==> src/pkg/rtrb_pkg.sv <==
// Shared constants and types of the radio tuning register bank
package rtrb_pkg;

    // ==========================================================
    // Register access widths and offsets
    localparam int ADDR_W = 6;
    localparam int DATA_W = 8;

    localparam logic [ADDR_W-1:0] OFS_STRENGTH   = 6'h22;
    localparam logic [ADDR_W-1:0] OFS_TX_GAIN    = 6'h23;
    localparam logic [ADDR_W-1:0] OFS_XTAL_CLK   = 6'h24;
    localparam logic [ADDR_W-1:0] OFS_OSC_SLOPE  = 6'h26;
    localparam logic [ADDR_W-1:0] OFS_PWR_SAVE   = 6'h2e;
    localparam logic [ADDR_W-1:0] OFS_CD_OVR     = 6'h2f;
    localparam logic [ADDR_W-1:0] OFS_MCLK_OVR   = 6'h32;
    localparam logic [ADDR_W-1:0] OFS_MCLK_GATE  = 6'h33;
    localparam logic [ADDR_W-1:0] OFS_LOCK_DELAY = 6'h38;

    // ==========================================================
    // Field positions
    localparam int STR_VALID_BIT = 5;
    localparam int STR_VALUE_W   = 5;
    localparam int GAIN_W        = 3;
    localparam int CLKOUT_DIS    = 6;
    localparam int TRIM_W        = 6;
    localparam int SLOPE_LSB     = 6;
    localparam int PWR_SAVE_BIT  = 7;
    localparam int CD_OVR_BIT    = 7;

    // ==========================================================
    // Reset values
    localparam logic [DATA_W-1:0] RST_ZERO       = 8'h00;
    localparam logic [DATA_W-1:0] RST_LOCK_DELAY = 8'h64;
    localparam logic [DATA_W-1:0] RD_UNMAPPED    = 8'h00;

    // ==========================================================
    // Timing
    localparam int CLK_PERIOD_NS = 40;
    localparam int LOCK_STEP_NS  = 2000;
    localparam int LOCK_STEP_CYC = (LOCK_STEP_NS + CLK_PERIOD_NS - 1) / CLK_PERIOD_NS;

    // ==========================================================
    // Types
    typedef enum logic [1:0] {
        SLOPE_NONE   = 2'h0,
        SLOPE_RSVD   = 2'h1,
        SLOPE_NARROW = 2'h2,
        SLOPE_WIDE   = 2'h3
    } rtrb_slope_e;

    typedef struct packed {
        logic              wr;
        logic              rd;
        logic [ADDR_W-1:0] addr;
        logic [DATA_W-1:0] wdata;
    } rtrb_req_s;

    typedef struct packed {
        logic                   valid;
        logic [STR_VALUE_W-1:0] value;
    } rtrb_strength_s;

endpackage

==> src/design/rtrb_strength_capture.sv <==
// One-shot received strength capture per receive-mode entry
`timescale 1ns/100ps
module rtrb_strength_capture
    import rtrb_pkg::*;
(
    input  wire logic                   clk,
    input  wire logic                   rst_n,
    input  wire logic                   ce,
    input  wire logic                   rx_enable,
    input  wire logic                   sample_ready,
    input  wire logic [STR_VALUE_W-1:0] sample_value,
    output rtrb_strength_s              strength
);

    logic           rx_q;
    logic           armed;
    logic           next_rx_q;
    logic           next_armed;
    rtrb_strength_s next_strength;

    always_comb begin
        next_rx_q     = rx_enable;
        next_armed    = armed;
        next_strength = strength;
        if (rx_enable && !rx_q) begin
            next_armed          = 1'b1;
            next_strength.valid = 1'b0;
        end else if (armed && sample_ready) begin
            next_armed          = 1'b0;
            next_strength.valid = 1'b1;
            next_strength.value = sample_value;
        end
    end

    always_ff @(posedge clk or negedge rst_n) begin
        if (!rst_n) begin
            rx_q     <= 1'b0;
            armed    <= 1'b0;
            strength <= '0;
        end else if (ce) begin
            rx_q     <= next_rx_q;
            armed    <= next_armed;
            strength <= next_strength;
        end
    end

endmodule

==> src/design/rtrb_lock_timer.sv <==
// Synthesizer lock delay timer in fixed time steps
`timescale 1ns/100ps
module rtrb_lock_timer
    import rtrb_pkg::*;
#(
    parameter int STEP_CYC = LOCK_STEP_CYC
)(
    input  wire logic              clk,
    input  wire logic              rst_n,
    input  wire logic              ce,
    input  wire logic              start,
    input  wire logic [DATA_W-1:0] count,
    output logic                   locked
);

    localparam int SW = $clog2(STEP_CYC + 1);
    localparam logic [SW-1:0] STEP_LAST = SW'(STEP_CYC - 1);

    typedef enum logic [1:0] {IDLE, WAIT, DONE} rtrb_lock_e;

    rtrb_lock_e        state;
    rtrb_lock_e        next_state;
    logic [SW-1:0]     step;
    logic [SW-1:0]     next_step;
    logic [DATA_W-1:0] left;
    logic [DATA_W-1:0] next_left;

    always_comb begin
        next_state = state;
        next_step  = step;
        next_left  = left;
        case (state)
            IDLE, DONE: begin
                if (start) begin
                    next_step  = '0;
                    next_left  = count;
                    next_state = (count == '0) ? DONE : WAIT;
                end
            end
            WAIT: begin
                if (start) begin
                    next_step = '0;
                    next_left = count;
                    if (count == '0)
                        next_state = DONE;
                end else if (step == STEP_LAST) begin
                    next_step = '0;
                    next_left = left - 1'b1;
                    if (left == 8'h01)
                        next_state = DONE;
                end else begin
                    next_step = step + 1'b1;
                end
            end
            default: next_state = IDLE;
        endcase
    end

    always_ff @(posedge clk or negedge rst_n) begin
        if (!rst_n) begin
            state <= IDLE;
            step  <= '0;
            left  <= '0;
        end else if (ce) begin
            state <= next_state;
            step  <= next_step;
            left  <= next_left;
        end
    end

    assign locked = (state == DONE);

endmodule

==> src/design/rtrb_top.sv <==
// Radio tuning register bank: storage, gating, readback and outputs
// ==========================================================
// Functional notes
// - Strength register bit 5 reads 1 when the strength value is valid.
// - Strength low five bits give unsigned strength, larger means stronger.
// - One new strength sample is captured per entry into receive mode.
// - Three-bit transmit gain 0..7, higher setting gives more power.
// - Reference clock driven while disable bit is 0; resets enabled.
// - Six-bit crystal load trim, each step adds fixed load capacitance.
// - Slope 11 widest, 10 narrower, 00 none, 01 reserved.
// - Slope register is write-only; its read bits are undefined.
// - Power-saving writes only land while the write gate is open.
// - Override bit set forces carrier detect, ignoring internal result.
// - Carrier override writes only land while the write gate is open.
// - Power-saving and override registers are read-only with gate closed.
// - Auto synth without lock pin waits count times fixed step.
`timescale 1ns/100ps
module rtrb_top
    import rtrb_pkg::*;
#(
    parameter int STEP_CYC = LOCK_STEP_CYC
)(
    input  wire logic                   MCLK,
    input  wire logic                   NRST,
    input  wire logic                   CLK_EN,
    input  wire rtrb_req_s              REG_REQ,
    output logic [DATA_W-1:0]           REG_RDATA,
    input  wire logic                   WRITE_GATE,
    input  wire logic                   RX_ENABLE,
    input  wire logic                   STRENGTH_READY,
    input  wire logic [STR_VALUE_W-1:0] STRENGTH_IN,
    input  wire logic                   CARRIER_DETECT_IN,
    output logic                        CARRIER_DETECT,
    input  wire logic                   AUTO_SYNTH,
    input  wire logic                   USE_LOCK_PIN,
    input  wire logic                   SYNTH_START,
    input  wire logic                   PLL_LOCK,
    output logic                        SYNTH_LOCKED,
    output logic [GAIN_W-1:0]           TX_GAIN,
    output logic [TRIM_W-1:0]           XTAL_TRIM,
    output logic                        OSC_ADJ_WIDE,
    output logic                        OSC_ADJ_NARROW,
    output logic                        POWER_SAVE,
    output logic [DATA_W-1:0]           MCLK_OVERRIDE,
    output logic [DATA_W-1:0]           MCLK_GATE,
    output logic                        REF_CLK_OUT,
    output logic                        REF_CLK_OE_N
);

    // ==========================================================
    // Decode helpers
    function automatic logic hit(input rtrb_req_s r, input logic [ADDR_W-1:0] ofs);
        hit = (r.addr == ofs);
    endfunction

    function automatic logic slope_is(input logic [1:0] f, input rtrb_slope_e s);
        slope_is = (f == s);
    endfunction

    // ==========================================================
    // Synchronisers for analog-side inputs
    localparam int SYN_W = STR_VALUE_W + 3;

    logic [SYN_W-1:0] sync1;
    logic [SYN_W-1:0] sync2;

    logic                   ready_s;
    logic [STR_VALUE_W-1:0] value_s;
    logic                   cd_s;
    logic                   pll_s;

    always_ff @(posedge MCLK or negedge NRST) begin
        if (!NRST) begin
            sync1 <= '0;
            sync2 <= '0;
        end else if (CLK_EN) begin
            sync1 <= {STRENGTH_READY, STRENGTH_IN, CARRIER_DETECT_IN, PLL_LOCK};
            sync2 <= sync1;
        end
    end

    assign {ready_s, value_s, cd_s, pll_s} = sync2;

    // ==========================================================
    // Writable registers
    logic [GAIN_W-1:0] gain;
    logic [TRIM_W-1:0] trim;
    logic              clkout_dis;
    logic [1:0]        slope;
    logic              psave;
    logic              cd_ovr;
    logic [DATA_W-1:0] mclk_ovr;
    logic [DATA_W-1:0] mclk_gate;
    logic [DATA_W-1:0] lock_delay;

    logic [GAIN_W-1:0] next_gain;
    logic [TRIM_W-1:0] next_trim;
    logic              next_clkout_dis;
    logic [1:0]        next_slope;
    logic              next_psave;
    logic              next_cd_ovr;
    logic [DATA_W-1:0] next_mclk_ovr;
    logic [DATA_W-1:0] next_mclk_gate;
    logic [DATA_W-1:0] next_lock_delay;

    always_comb begin
        next_gain       = gain;
        next_trim       = trim;
        next_clkout_dis = clkout_dis;
        next_slope      = slope;
        next_psave      = psave;
        next_cd_ovr     = cd_ovr;
        next_mclk_ovr   = mclk_ovr;
        next_mclk_gate  = mclk_gate;
        next_lock_delay = lock_delay;
        if (REG_REQ.wr) begin
            if (hit(REG_REQ, OFS_TX_GAIN))
                next_gain = REG_REQ.wdata[GAIN_W-1:0];
            if (hit(REG_REQ, OFS_XTAL_CLK)) begin
                next_trim       = REG_REQ.wdata[TRIM_W-1:0];
                next_clkout_dis = REG_REQ.wdata[CLKOUT_DIS];
            end
            if (hit(REG_REQ, OFS_OSC_SLOPE))
                next_slope = REG_REQ.wdata[SLOPE_LSB+1:SLOPE_LSB];
            if (hit(REG_REQ, OFS_PWR_SAVE) && WRITE_GATE)
                next_psave = REG_REQ.wdata[PWR_SAVE_BIT];
            if (hit(REG_REQ, OFS_CD_OVR) && WRITE_GATE)
                next_cd_ovr = REG_REQ.wdata[CD_OVR_BIT];
            if (hit(REG_REQ, OFS_MCLK_OVR))
                next_mclk_ovr = REG_REQ.wdata;
            if (hit(REG_REQ, OFS_MCLK_GATE))
                next_mclk_gate = REG_REQ.wdata;
            if (hit(REG_REQ, OFS_LOCK_DELAY))
                next_lock_delay = REG_REQ.wdata;
        end
    end

    always_ff @(posedge MCLK or negedge NRST) begin
        if (!NRST) begin
            gain       <= RST_ZERO[GAIN_W-1:0];
            trim       <= RST_ZERO[TRIM_W-1:0];
            clkout_dis <= RST_ZERO[CLKOUT_DIS];
            slope      <= RST_ZERO[SLOPE_LSB+1:SLOPE_LSB];
            psave      <= RST_ZERO[PWR_SAVE_BIT];
            cd_ovr     <= RST_ZERO[CD_OVR_BIT];
            mclk_ovr   <= RST_ZERO;
            mclk_gate  <= RST_ZERO;
            lock_delay <= RST_LOCK_DELAY;
        end else if (CLK_EN) begin
            gain       <= next_gain;
            trim       <= next_trim;
            clkout_dis <= next_clkout_dis;
            slope      <= next_slope;
            psave      <= next_psave;
            cd_ovr     <= next_cd_ovr;
            mclk_ovr   <= next_mclk_ovr;
            mclk_gate  <= next_mclk_gate;
            lock_delay <= next_lock_delay;
        end
    end

    // ==========================================================
    // Received strength capture
    rtrb_strength_s strength;

    rtrb_strength_capture u_capture (
        .clk          (MCLK),
        .rst_n        (NRST),
        .ce           (CLK_EN),
        .rx_enable    (RX_ENABLE),
        .sample_ready (ready_s),
        .sample_value (value_s),
        .strength     (strength)
    );

    // ==========================================================
    // Synthesizer lock timing
    logic timer_locked;
    logic timer_start;

    assign timer_start = SYNTH_START && AUTO_SYNTH && !USE_LOCK_PIN;

    rtrb_lock_timer #(
        .STEP_CYC (STEP_CYC)
    ) u_lock (
        .clk    (MCLK),
        .rst_n  (NRST),
        .ce     (CLK_EN),
        .start  (timer_start),
        .count  (lock_delay),
        .locked (timer_locked)
    );

    // ==========================================================
    // Readback
    logic [DATA_W-1:0] rd_word;
    logic [DATA_W-1:0] next_rdata;

    always_comb begin
        rd_word = RD_UNMAPPED;
        case (REG_REQ.addr)
            OFS_STRENGTH: begin
                rd_word[STR_VALID_BIT]     = strength.valid;
                rd_word[STR_VALUE_W-1:0]   = strength.value;
            end
            OFS_TX_GAIN:    rd_word[GAIN_W-1:0] = gain;
            OFS_XTAL_CLK: begin
                rd_word[TRIM_W-1:0] = trim;
                rd_word[CLKOUT_DIS] = clkout_dis;
            end
            OFS_OSC_SLOPE:  rd_word = RD_UNMAPPED;
            OFS_PWR_SAVE:   rd_word[PWR_SAVE_BIT] = psave;
            OFS_CD_OVR:     rd_word[CD_OVR_BIT] = cd_ovr;
            OFS_MCLK_OVR:   rd_word = mclk_ovr;
            OFS_MCLK_GATE:  rd_word = mclk_gate;
            OFS_LOCK_DELAY: rd_word = lock_delay;
            default:        rd_word = RD_UNMAPPED;
        endcase
        next_rdata = REG_REQ.rd ? rd_word : REG_RDATA;
    end

    // ==========================================================
    // Analog-facing outputs
    logic next_wide;
    logic next_narrow;
    logic next_cd;
    logic next_locked;
    logic ref_div;
    logic next_ref_div;
    logic next_ref_out;

    always_comb begin
        next_wide    = slope_is(slope, SLOPE_WIDE);
        next_narrow  = slope_is(slope, SLOPE_NARROW);
        next_cd      = cd_ovr ? 1'b1 : cd_s;
        if (AUTO_SYNTH && !USE_LOCK_PIN)
            next_locked = timer_locked;
        else
            next_locked = pll_s;
        next_ref_div = ~ref_div;
        next_ref_out = clkout_dis ? 1'b0 : next_ref_div;
    end

    always_ff @(posedge MCLK or negedge NRST) begin
        if (!NRST) begin
            REG_RDATA      <= RD_UNMAPPED;
            OSC_ADJ_WIDE   <= 1'b0;
            OSC_ADJ_NARROW <= 1'b0;
            CARRIER_DETECT <= 1'b0;
            SYNTH_LOCKED   <= 1'b0;
            ref_div        <= 1'b0;
            REF_CLK_OUT    <= 1'b0;
            REF_CLK_OE_N   <= 1'b0;
        end else if (CLK_EN) begin
            REG_RDATA      <= next_rdata;
            OSC_ADJ_WIDE   <= next_wide;
            OSC_ADJ_NARROW <= next_narrow;
            CARRIER_DETECT <= next_cd;
            SYNTH_LOCKED   <= next_locked;
            ref_div        <= next_ref_div;
            REF_CLK_OUT    <= next_ref_out;
            REF_CLK_OE_N   <= clkout_dis;
        end
    end

    // Register copies straight to the analog side
    assign TX_GAIN       = gain;
    assign XTAL_TRIM     = trim;
    assign POWER_SAVE    = psave;
    assign MCLK_OVERRIDE = mclk_ovr;
    assign MCLK_GATE     = mclk_gate;

endmodule

==> config.mk <==
export PLATFORM = sky130hd
export DESIGN_NAME = rtrb_top
export DESIGN_NICKNAME = d
export VERILOG_FILES = /design/src/pkg/rtrb_pkg.sv /design/src/design/rtrb_strength_capture.sv /design/src/design/rtrb_lock_timer.sv /design/src/design/rtrb_top.sv
export SDC_FILE = /design/constraint.sdc
export NUM_CORES = 1
export LEC_CHECK = 0
export ABC_CLOCK_PERIOD_IN_PS = 2440
export BUFFER_PORTS_ARGS = -buffer_cell sky130_fd_sc_hd__clkbuf_2
export CORE_AREA = 4 4 109 111
export DETAILED_ROUTE_END_ITERATION = 10
export DIE_AREA = 0 0 113 115
export GPL_ROUTABILITY_DRIVEN = 0
export PLACE_DENSITY_LB_ADDON = 0.1
export SYNTH_ARGS = -nofsm -noshare
export SYNTH_HDL_FRONTEND = slang
export SYNTH_SLANG_ARGS = --single-unit
export TNS_END_PERCENT = 20
==> constraint.sdc <==
create_clock -name MCLK -period 2.44 [get_ports MCLK]
set_input_delay 0.244 -clock MCLK [delete_from_list [all_inputs] [get_ports MCLK]]
set_output_delay 0.244 -clock MCLK [all_outputs]
set_load 0.02 [all_outputs]
# --- Yosys cells after proc, flatten, opt, wreduce, memory -nomap -nowiden ---
# Cells that the tools add are included.
# W data, S select, Z words.
totals:
  ff_bits: 93
  input_bits: 32
  out_inout_bits: 40
  wordCells: 103
op_classes:
  bitwise: 2
  n_addsub: 2
  reduce_logical: 28
  muxes: 26
  eq_ne: 19
ops:
  columns: ["cell", "n"]
  rows:
  - ["$eq A6 B6 Y1 const B", 10]
  - ["$reduce_and A3 Y1", 10]
  - ["$mux W6", 4]
  - ["$mux W8", 3]
  - ["$pmux W3 S6", 1]
  - ["$pmux W8 S2", 1]
  - ["$pmux W3 S5", 1]
  - ["$mux W2", 6]
  - ["$pmux W6 S2", 1]
  - ["$ne A3 B2 Y1 const B", 3]
  - ["$eq A8 B1 Y1 const B", 1]
  - ["$logic_not A8 Y1", 1]
  - ["$sub A8 B1 Y8 const B", 1]
  - ["$logic_and A1 B1 Y1", 7]
  - ["$add A6 B1 Y6 const B", 1]
  - ["$eq A2 B2 Y1 const B", 3]
  - ["$mux W1", 6]
  - ["$pmux W1 S5", 1]
  - ["$reduce_and A5 Y1", 1]
  - ["$pmux W1 S4", 1]
  - ["$pmux W2 S2", 1]
  - ["$reduce_and A2 Y1", 2]
  - ["$reduce_and A4 Y1", 1]
  - ["$reduce_bool A2 Y1", 2]
  - ["6 further kinds", 8]

# --- Logic depth before layout (Yosys ltp) ---
# Gate-level depths: netlist of the first run.
logic_depth:
  word_depth: 5
  ltp_mapped: 7

# --- By module ---
# From an unflattened synthesis of the first run, not the netlist that was laid out.
hier_totals:
  cells_unflattened: 367
  hier_area_um2: 4490.6
by_module_without_submodules:
  columns: ["mod", "cells_each", "n_inst", "area_each_um2"]
  rows:
  - ["rtrb_top", 228, 1, 3108.0]
  - ["rtrb_lock_timer", 116, 1, 1059.8]
  - ["rtrb_strength_capture", 23, 1, 322.8]

# --- Worst setup path after synthesis of the first run ---
# OpenSTA, ideal clock, no wires.
synth_path:
  path_kind: "register to register"
  start: "reg u_lock.step[1]"
  end: "reg u_lock.left[3]"
  slack_ns: 0.835
  stages_incl_launch_ff: 8
  synth_period_minus_slack_ns: 1.605
  required_ns: 2.319
  arrival_ns: 1.484
  cell_sequence: "dfrtp_1 inv_1 ha_1 nand4b_1 o21ai_0 clkbuf_1 o211ai_1 a22o_1"
synth_via:
  elab_chain_len: 3
synth_lines:
  columns: ["item", "line", "rtl"]
  rows:
  - ["start: declaration", "rtrb_lock_timer.sv:23", "logic [SW-1:0] step;"]
  - ["start signal: assignment", "rtrb_lock_timer.sv:66", "step <= next_step;"]
  - ["$eq A6 B6 Y1", "rtrb_lock_timer.sv:46", "end else if (step == STEP_LAST) begin"]
  - ["$ne A3 B2 Y1 (no source line)", null, null]
  - ["$reduce_and A4 Y1 (no source line)", null, null]
  - ["end signal: assignment", "rtrb_lock_timer.sv:67", "left <= next_left;"]
  - ["end: declaration", "rtrb_lock_timer.sv:25", "logic [DATA_W-1:0] left;"]
# No other way between the ends.
# A chain may end at the register's enable or synchronous reset.

# --- Worst setup path after layout of the first run ---
layout_path:
  start: "reg u_lock.step[1]"
  end: "reg u_lock.left[1]"
# The elaborated chain is that of the path after synthesis.

==> reports/qor.txt, run 1 <==
run status - completed
Final ANT Viol Nets - 0
leakage power figure - 2.43 nW
share of the synthesized area in the top cell type - 0.509
H-tree Lvls - 3
drt wl/cell - 18.2 µm
CP max FO - 11
max cap viols - 0
synthesis-to-layout area growth - 16.5%
R2R setup slack - 0.67 ns
mux contribution to synthesized area - 0.194
Initial Util - 0.410
share of layout cells above drive strength 1 - 0.390
post-synthesis sequential area ratio - 0.527
max layer used - met4
# nets final - 469
sequential group share of total power - 0.497
setup_tns - 0 ns
pwr/cell area - 804 nW/µm²
Tcrit/Tclk final - 0.727
Setup Buffers After CTS - 0
Setup WS post-layout - 0.667 ns
reg-to-reg startpoint - u_lock.step[1]
Boundary Pins - 72
minimum clock period - 1.77 ns
Switching Share - 0.340
Routed Wire Length - 10,500 µm
synth top area cells - dfrtp_1, mux2_2, a21oi_1
Vias/cell - 5.50
Die Ht - 115 µm
cells after synthesis - 357
DRC - 0
xor/xnor share of the synthesized area - 0.00792
vias after detailed routing - 3,178
Slew Limit Fails - 0
Crit Path Class - register to register
Slew HR - 0.516
maximum VDD drop - 0.409 mV
Cell Rows - 38
clock sink count - 93
Place WS - 0.530 ns
Setup crit start - u_lock.step[1]
clock power share - 0.234
Initial DRT Pass Iterations - 4
DP HPWL - 7810 µm
CP Data Arrival Time - 2.07 ns
met2 WL - 5080 µm
Synth Area in Compound Gates - 0.109
cell taking the most area after synthesis - dfrtp_1
metal1 wirelength - 4830 µm
overall power - 4.14 mW
CTS tree - yes
number of DRC markers in iteration 0 - 131
synth unique cells - 56
core area - 10,800 µm²
Gate power share - 0.268
CTS max path bufs - 2
R2R depth - 7
Post-synth EDFFs - 0
total global routing overflow - 0
largest net degree at the start of global routing - 42
IO Port Bufs - 71
reg2reg end - u_lock.left[1]
Tightest Pin Transition - 0.720 ns
fmax - 564 MHz
count leader, synth - dfrtp_1
Primary FF master, synth - dfrtp_1
synthesized area per cell - 12.4 µm²
Die ar. - 13,000 µm²
post-synthesis adder-cell area fraction - 0.0113
min-delay worst type - input port to register
Critical Path RT - 2.73 ns
met3 wire len - 415 µm
Die Width - 113 µm
Setup violations, final - 0
worst setup path endpoint - u_lock.left[1]
vias in the first global route - 3,266
final hold viol count - 0
clock skew - 0.00706 ns
startpoint types - register
fraction of registers with async set/reset - 1.00
Yosys reg bits - 93
initial antenna violation count - 0
clock slew at reported path FFs - 0.09 ns
worst skew pair latency - 0.37 ns
Simple-Gate Fraction of Synth Area - 0.128
GRT Total Usage - 0.173
largest family of logic cells by synthesized area - multiplexers
ant diodes - 0
CTS buffer count - 9
mapped cell area - 4420 µm²
Switching Power - 1.41 mW
first-pass GRT wire length - 17,500 µm
Synth Warn # - 0
Synth Net Count - 393
Post-synth top cells - dfrtp_1, mux2_2, nor2_1, a21oi_1, nand2_1
root buffer cell - clkbuf_8
P_int - 2.74 mW
RSZ-0062 raised after global routing - no
endpoint class of the critical path - register
[layout make-up]
type,instances,area (µm²)
Multi-Input combinational cell,240,1990
Inverter,8,30.0
Sequential cell,93,2330
Clock inverter,3,20.0
Clock buffer,13,159
Timing Repair Buffer,81,448
Tap cell,140,175
Fill cell,992,5640
[layer usage]
| layer | vias to the layer above | track usage |
|---|---|---|
| met3 | 13 | 0.0384 |
| met1 | 1611 | 0.226 |
| met5 | - | 0 |
| li1 | 1487 | - |
| met4 | 0 | 0.0753 |
| met2 | 67 | 0.279 |
[stage by stage]
stage | utilization | instances | area [µm²] | hold slack [ns]
3_5_place_dp | 0.460 | 561 | 4960 | 0.205
3_3_place_gp | 0.460 | 561 | 4960 | 0.197
4_1_cts | 0.477 | 578 | 5150 | 0.0860
6_report | 0.477 | 578 | 5150 | 0.105
2_1_floorplan | - | 357 | 4420 | -0.0516
5_1_grt | 0.477 | 578 | 5150 | 0.0814
[worst min path at each step]
stage / cells past startpoint / startpoint / to / slack, ns
after floorplan: 0 / NRST / CARRIER_DETECT / -0.05
after global placement: 1 / NRST / u_lock.step[5] / 0.20
after detailed placement: 1 / NRST / u_lock.step[1] / 0.21
after CTS: 2 / STRENGTH_IN[1] / sync1[3] / 0.09
after global routing: 2 / STRENGTH_IN[1] / sync1[3] / 0.08
final: 2 / STRENGTH_IN[1] / sync1[3] / 0.11
[timing repair]
| item | 4_1_cts | 5_1_grt |
|---|---|---|
| setup endpoints to repair | 0 | 0 |
| hold endpoints to repair | 25 | 0 |
| gates resized for setup | 0 | 0 |
| hold buffers | 1 | 0 |
[cell usage in the layout, fill, tap and decap left out, types with 2 or more instances in the layout]
master	instances
dfrtp_1	90
clkbuf_2	70
mux2_2	62
nor2_1	22
a21oi_1	17
nand2_1	13
clkbuf_8	11
o21ai_0	10
o211ai_1	9
buf_4	9
inv_1	8
mux2i_1	8
a22oi_1	8
a2bb2oi_1	6
nand2b_1	6
nor3_1	6
a31oi_1	5
nand3_1	5
nor4_1	5
and2_1	4
nand4_1	4
ha_1	4
and4bb_2	3
a21o_1	3
mux4_1	3
o2bb2ai_1	3
xnor2_1	3
dfstp_2	3
nand2_4	2
a21boi_0	2
and3_1	2
a22o_1	2
clkbuf_1	2
clkinvlp_4	2
[worst max-delay path: stages, from the launching register on]
cell	delay [ns]
dfrtp_1	0.43
inv_1	0.07
ha_1	0.13
nand4b_1	0.14
o21ai_0	0.18
buf_4	0.20
and2_1	0.32
mux2i_1	0.23
[registers in the layout, indices dropped and copies added, names as in the netlist, 2 cells and up]
register / count
MCLK_GATE: 8
TX_GAIN: 3
XTAL_TRIM: 6
MCLK_OVERRIDE: 8
slope: 2
sync1: 8
u_lock.state: 2
u_capture.strength: 6
REG_RDATA: 8
sync2: 8
u_lock.left: 8
u_lock.step: 6
lock_delay: 8
[power by group through the flow]
| stage | Clock (mW) | Combinational [mW] | Sequential (mW) |
|---|---|---|---|
| final | 0.971 | 1.11 | 2.06 |
| after global routing | 1.07 | 1.25 | 2.10 |
| after CTS | 1.00 | 1.13 | 2.07 |
| after detailed placement | 0 | 1.12 | 2.10 |
| after global placement | 0 | 1.10 | 2.09 |
| after floorplan | 0 | 0.738 | 2.09 |
[logic make-up (layout without fill, tap and decap cells)]
| group | after synthesis | count (layout) |
|---|---|---|
| AO/OA/AOI/OAI | 71 | 71 |
| XOR/XNOR | 4 | 4 |
| adder cells (fa/ha/maj) | 4 | 4 |
| buffers and inverters | 24 | 105 |
| flip-flops | 93 | 93 |
| multiplexers | 73 | 73 |
| AND/OR/NAND/NOR | 88 | 88 |
Note: power is estimated with default switching activity, not from simulation.
==> inputs of run 2 (changes only) <==
--- a/config.mk
+++ b/config.mk
@@ -5,7 +5,7 @@
 export SDC_FILE = /design/constraint.sdc
 export NUM_CORES = 1
 export LEC_CHECK = 0
-export ABC_CLOCK_PERIOD_IN_PS = 2440
+export ABC_CLOCK_PERIOD_IN_PS = 1780
 export BUFFER_PORTS_ARGS = -buffer_cell sky130_fd_sc_hd__clkbuf_2
 export CORE_AREA = 4 4 109 111
 export DETAILED_ROUTE_END_ITERATION = 10
==> constraint.sdc (replaced) <==
create_clock -name MCLK -period 1.78 [get_ports MCLK]
set_input_delay 0.178 -clock MCLK [delete_from_list [all_inputs] [get_ports MCLK]]
set_output_delay 0.178 -clock MCLK [all_outputs]
set_load 0.02 [all_outputs]
==> run 2 against run 1 <==
  * Sequential cell count is the same
  * Wire length grew 0.46%
  * Worst setup slack got worse by 0.55 ns
  * Critical path type unchanged
==> reports/qor.txt, run 2 (synthesis results as in run 1) <==
Switching Share - 0.340
maximum VDD drop - 0.658 mV
Crit Path Class - register to register
CTS buffer count - 9
P_int - 3.85 mW
Initial DRT Pass Iterations - 4
Final ANT Viol Nets - 0
Setup violations, final - 0
IO Port Bufs - 71
drt wl/cell - 18.0 µm
clock power share - 0.247
Gate power share - 0.269
Die Ht - 115 µm
clock slew at reported path FFs - 0.10 ns
Placed Instance Area - 5040 µm²
Die Width - 113 µm
Cell Rows - 38
initial antenna violation count - 0
pwr/cell area - 1110 nW/µm²
clock sink count - 93
CP max FO - 6
CP Data Arrival Time - 1.91 ns
endpoint class of the critical path - register
leakage power figure - 2.50 nW
run status - completed
DRC - 0
Switching Power - 1.99 mW
CP Cell Sequence - or4_1 -> nor2_1 -> a41oi_1 -> a2bb2oi_1
number of DRC markers in iteration 0 - 176
commonest cells after routing, fill and taps aside - dfrtp_1, clkbuf_2, mux2_2, nor2_1
Tcrit/Tclk final - 0.937
fill count - 995
worst skew pair latency - 0.35 ns
commonest non-fill, non-tap cell in the layout - dfrtp_1
RSZ-0062 raised after global routing - no
GRT Total Usage - 0.172
CTS tree - yes
min-delay worst type - input port to register
Slowest-stage cell, CP - or4_1
max cap viols - 0
minimum clock period - 1.67 ns
startpoint types - register
Boundary Pins - 72
total global routing overflow - 0
sequential group share of total power - 0.484
clock skew - 0.00825 ns
CTS max path bufs - 2
Slew HR - 0.662
final hold viol count - 0
ant diodes - 0
largest net degree at the start of global routing - 45
vias after detailed routing - 3,176
final instance area - 5260 µm²
Routed Wire Length - 10,600 µm
CP max stage delay - 0.59 ns
Critical Path RT - 2.02 ns
Slew Limit Fails - 0
H-tree Lvls - 3
Die ar. - 13,000 µm²
share of layout cells above drive strength 1 - 0.409
Setup Buffers After CTS - 0
Storage cell area - 2330 µm²
synthesis-to-layout area growth - 18.8%
Tightest Pin Transition - 0.506 ns
# nets final - 478
root buffer cell - clkbuf_8
Vias/cell - 5.41
core area - 10,800 µm²
setup_tns - 0 ns
Initial Util - 0.410
footprint of the multi-input gates - 1990 µm²
fmax - 600 MHz
vias in the first global route - 3,355
final hold slack - 0.0520 ns
DP HPWL - 7940 µm
first-pass GRT wire length - 17,700 µm
-- run 2: layout make-up --
cell class	instances	share of cell area
flip-flops and latches	93	0.444
multi-input cells	240	0.380
repair buffers	90	0.100
well taps	140	0.0333
clock buffers	10	0.0243
clock inverters	6	0.0131
inverters	8	0.00571
-- run 2: final timing paths --
check                          startpoint        endpoint  slack [ns]  cells past startpoint
setup / recovery           u_lock.left[3]  u_lock.left[7]        0.11                      4
min in group asynchronous            NRST        sync1[7]        0.27                      2
hold reg to reg                   ref_div         ref_div        0.48                      1
max in group asynchronous            NRST   lock_delay[2]        0.81                      3
hold / removal             STRENGTH_IN[0]        sync1[2]        0.05                      2
setup reg to reg           u_lock.left[3]  u_lock.left[7]        0.11                      4
-- run 2: through the flow --
| stage | utilization | cells | worst slack (ns) | power (mW) |
|---|---|---|---|---|
| 6_report | 0.487 | 587 | 0.112 | 5.84 |
| 5_1_grt | 0.487 | 587 | 0.0133 | 6.22 |
| 4_1_cts | 0.486 | 587 | 0.0571 | 5.89 |
| 3_5_place_dp | 0.467 | 570 | 0.0917 | 4.43 |
| 3_3_place_gp | 0.467 | 570 | 0.155 | 4.41 |
| 2_1_floorplan | - | 357 | 0.175 | 3.88 |
-- run 2: critical path: cells and delay by family, from the launching register on --
kind               cells  cell delay (ns)
AOI/OAI and AO/OA      2             0.30
and+or+nand+nor        2             0.81
DFF                    1             0.46
-- run 2: power groups by stage --
stage          logic (mW)  registers (mW)  clock network, mW
2_1_floorplan        1.01            2.86                  0
3_3_place_gp         1.54            2.86                  0
3_5_place_dp         1.56            2.88                  0
4_1_cts              1.57            2.84               1.48
5_1_grt              1.75            2.88               1.59
6_report             1.57            2.83               1.44
-- run 2: what timing repair did --
item,in CTS,in global routing
gates resized for setup,0,3
hold buffers,1,0
endpoints found under the hold margin,23,0
endpoints found under the setup margin,0,8
-- run 2: per-layer routing --
metal,vias to the layer above,part of all wire,GRT usage
li1,1495,-,-
met1,1588,0.47,0.241
met2,81,0.48,0.271
met3,12,0.038,0.0332
met4,0,0.015,0.0561
met5,-,0,0
==> inputs of run 3 (changes only) <==
--- a/config.mk
+++ b/config.mk
@@ -12,6 +12,7 @@
 export DIE_AREA = 0 0 113 115
 export GPL_ROUTABILITY_DRIVEN = 0
 export PLACE_DENSITY_LB_ADDON = 0.1
+export RECOVER_POWER = 25
 export SYNTH_ARGS = -nofsm -noshare
 export SYNTH_HDL_FRONTEND = slang
 export SYNTH_SLANG_ARGS = --single-unit
==> run 3 against run 2 <==
  * Cell area decreased by 0.45%
  * Global-route usage stayed put
  * Die area unchanged
  * Register-to-register slack is essentially flat
  * Clock-buffer cell count unchanged
  * Non-clock buffer count unchanged
  * Worst setup slack hardly changed
  * Via count did not move
  * Power about the same
  * Critical endpoint unchanged
  * Largest cell class unchanged
  * Largest power group unchanged
  * Highest routed layer unchanged
==> reports/qor.txt, run 3 (synthesis results as in run 1) <==
run status - completed
final hold viol count - 0
Tightest Pin Transition - 1.01 ns
first-pass GRT wire length - 17,700 µm
GRT Total Usage - 0.172
number of DRC markers in iteration 0 - 179
Slew Limit Fails - 0
synthesis-to-layout area growth - 18.3%
Final ANT Viol Nets - 0
drt wl/cell - 18.0 µm
Setup violations, final - 0
M1 GR Usage - 0.241
fmax - 600 MHz
commonest non-fill, non-tap cell in the layout - dfrtp_1
Tcrit/Tclk final - 0.937
startpoint types - register
overall power - 5.83 mW
max cap viols - 0
vias in the first global route - 3,355
Crit Path Class - register to register
worst skew pair latency - 0.35 ns
CTS max path bufs - 2
Post-Layout Cell Count - 587
ant diodes - 0
IO Port Bufs - 71
total global routing overflow - 0
Cell Rows - 38
clock slew at reported path FFs - 0.10 ns
minimum clock period - 1.67 ns
GR peak layer - met2
Global Route met3 Usage - 0.0332
# nets final - 478
Placed Instance Area - 5040 µm²
DP HPWL - 7940 µm
CTS tree - yes
pwr/cell area - 1120 nW/µm²
Cells after DPL - 570
Place WS - 0.0917 ns
Setup WS post-layout - 0.112 ns
min-delay worst type - input port to register
Initial DRT Pass Iterations - 4
root buffer cell - clkbuf_8
Die Ht - 115 µm
CP max FO - 6
Critical Path RT - 2.02 ns
H-tree Lvls - 3
clock skew - 0.00832 ns
final instance area - 5230 µm²
maximum VDD drop - 0.658 mV
Boundary Pins - 72
Slew HR - 0.324
Routed Wire Length - 10,600 µm
initial antenna violation count - 0
leakage power figure - 2.48 nW
commonest cells after routing, fill and taps aside - dfrtp_1, clkbuf_2, mux2_2, nor2_1, a21oi_1
core area - 10,800 µm²
endpoint class of the critical path - register
clock sink count - 93
met2 usage - 0.271
setup_tns - 0 ns
largest net degree at the start of global routing - 45
Vias/cell - 5.41
Die ar. - 13,000 µm²
vias after detailed routing - 3,176
Initial Util - 0.410
DRC - 0
hold depth - 2
share of layout cells above drive strength 1 - 0.403
CTS buffer count - 9
RSZ-0062 raised after global routing - no
Die Width - 113 µm
CP Data Arrival Time - 1.91 ns
R2R depth - 4
## run 3: cell count changes in the layout (fill, tap and decap cells not counted)
cell	previous run	this run
buf_12	2	1
clkbuf_1	1	4
clkbuf_4	0	1
buf_4	17	14
## run 3: cell type report
| type | count | area, µm² |
|---|---|---|
| Clock buffer | 10 | 128 |
| Clock inverter | 6 | 68.8 |
| Fill cell | 1000 | 5560 |
| Inverter | 8 | 30.0 |
| Multi-Input combinational cell | 240 | 1990 |
| Sequential cell | 93 | 2330 |
| Tap cell | 140 | 175 |
| Timing Repair Buffer | 90 | 504 |
## run 3: per-layer routing
metal / up-vias / wire [µm] / share of wire
li1: 1496 / - / -
met1: 1587 / 4940 / 0.47
met2: 81 / 5090 / 0.48
met3: 12 / 402 / 0.038
met4: 0 / 163 / 0.015
met5: - / 0 / 0
## run 3: metrics by stage
step	util	hold slack [ns]
2_1_floorplan	-	-0.118
3_3_place_gp	0.467	0.116
3_5_place_dp	0.467	0.117
4_1_cts	0.486	0.0360
5_1_grt	0.485	0.0315
6_report	0.485	0.0520
## run 3: path summary, 6_finish.rpt
check / start / end / slack [ns]
worst max-delay path: u_lock.left[3] / u_lock.left[7] / 0.11
worst min-delay path: STRENGTH_IN[0] / sync1[2] / 0.05
worst max register to register: u_lock.left[3] / u_lock.left[7] / 0.11
worst min register to register: ref_div / ref_div / 0.48
max in group asynchronous: NRST / u_capture.strength[4] / 0.30
min in group asynchronous: NRST / sync1[7] / 0.37
## run 3: power breakdown
group	total, mW	switching, mW	internal (mW)
Clock	1.44	0.778	0.664
Combinational	1.56	0.864	0.699
Sequential	2.83	0.346	2.48
## run 3: worst max-delay path: stages, from the launching register on
cell and delay [ns]:
dfrtp_1 0.46, or4_1 0.59, nor2_1 0.22, a41oi_1 0.15, a2bb2oi_1 0.15
## run 3: timing repair
action                                 4_1_cts  5_1_grt
setup buffers                                0        0
endpoints found under the hold margin       23        0
setup endpoints to repair                    0        8
hold buffers                                 1        0
resized for setup                            0        3
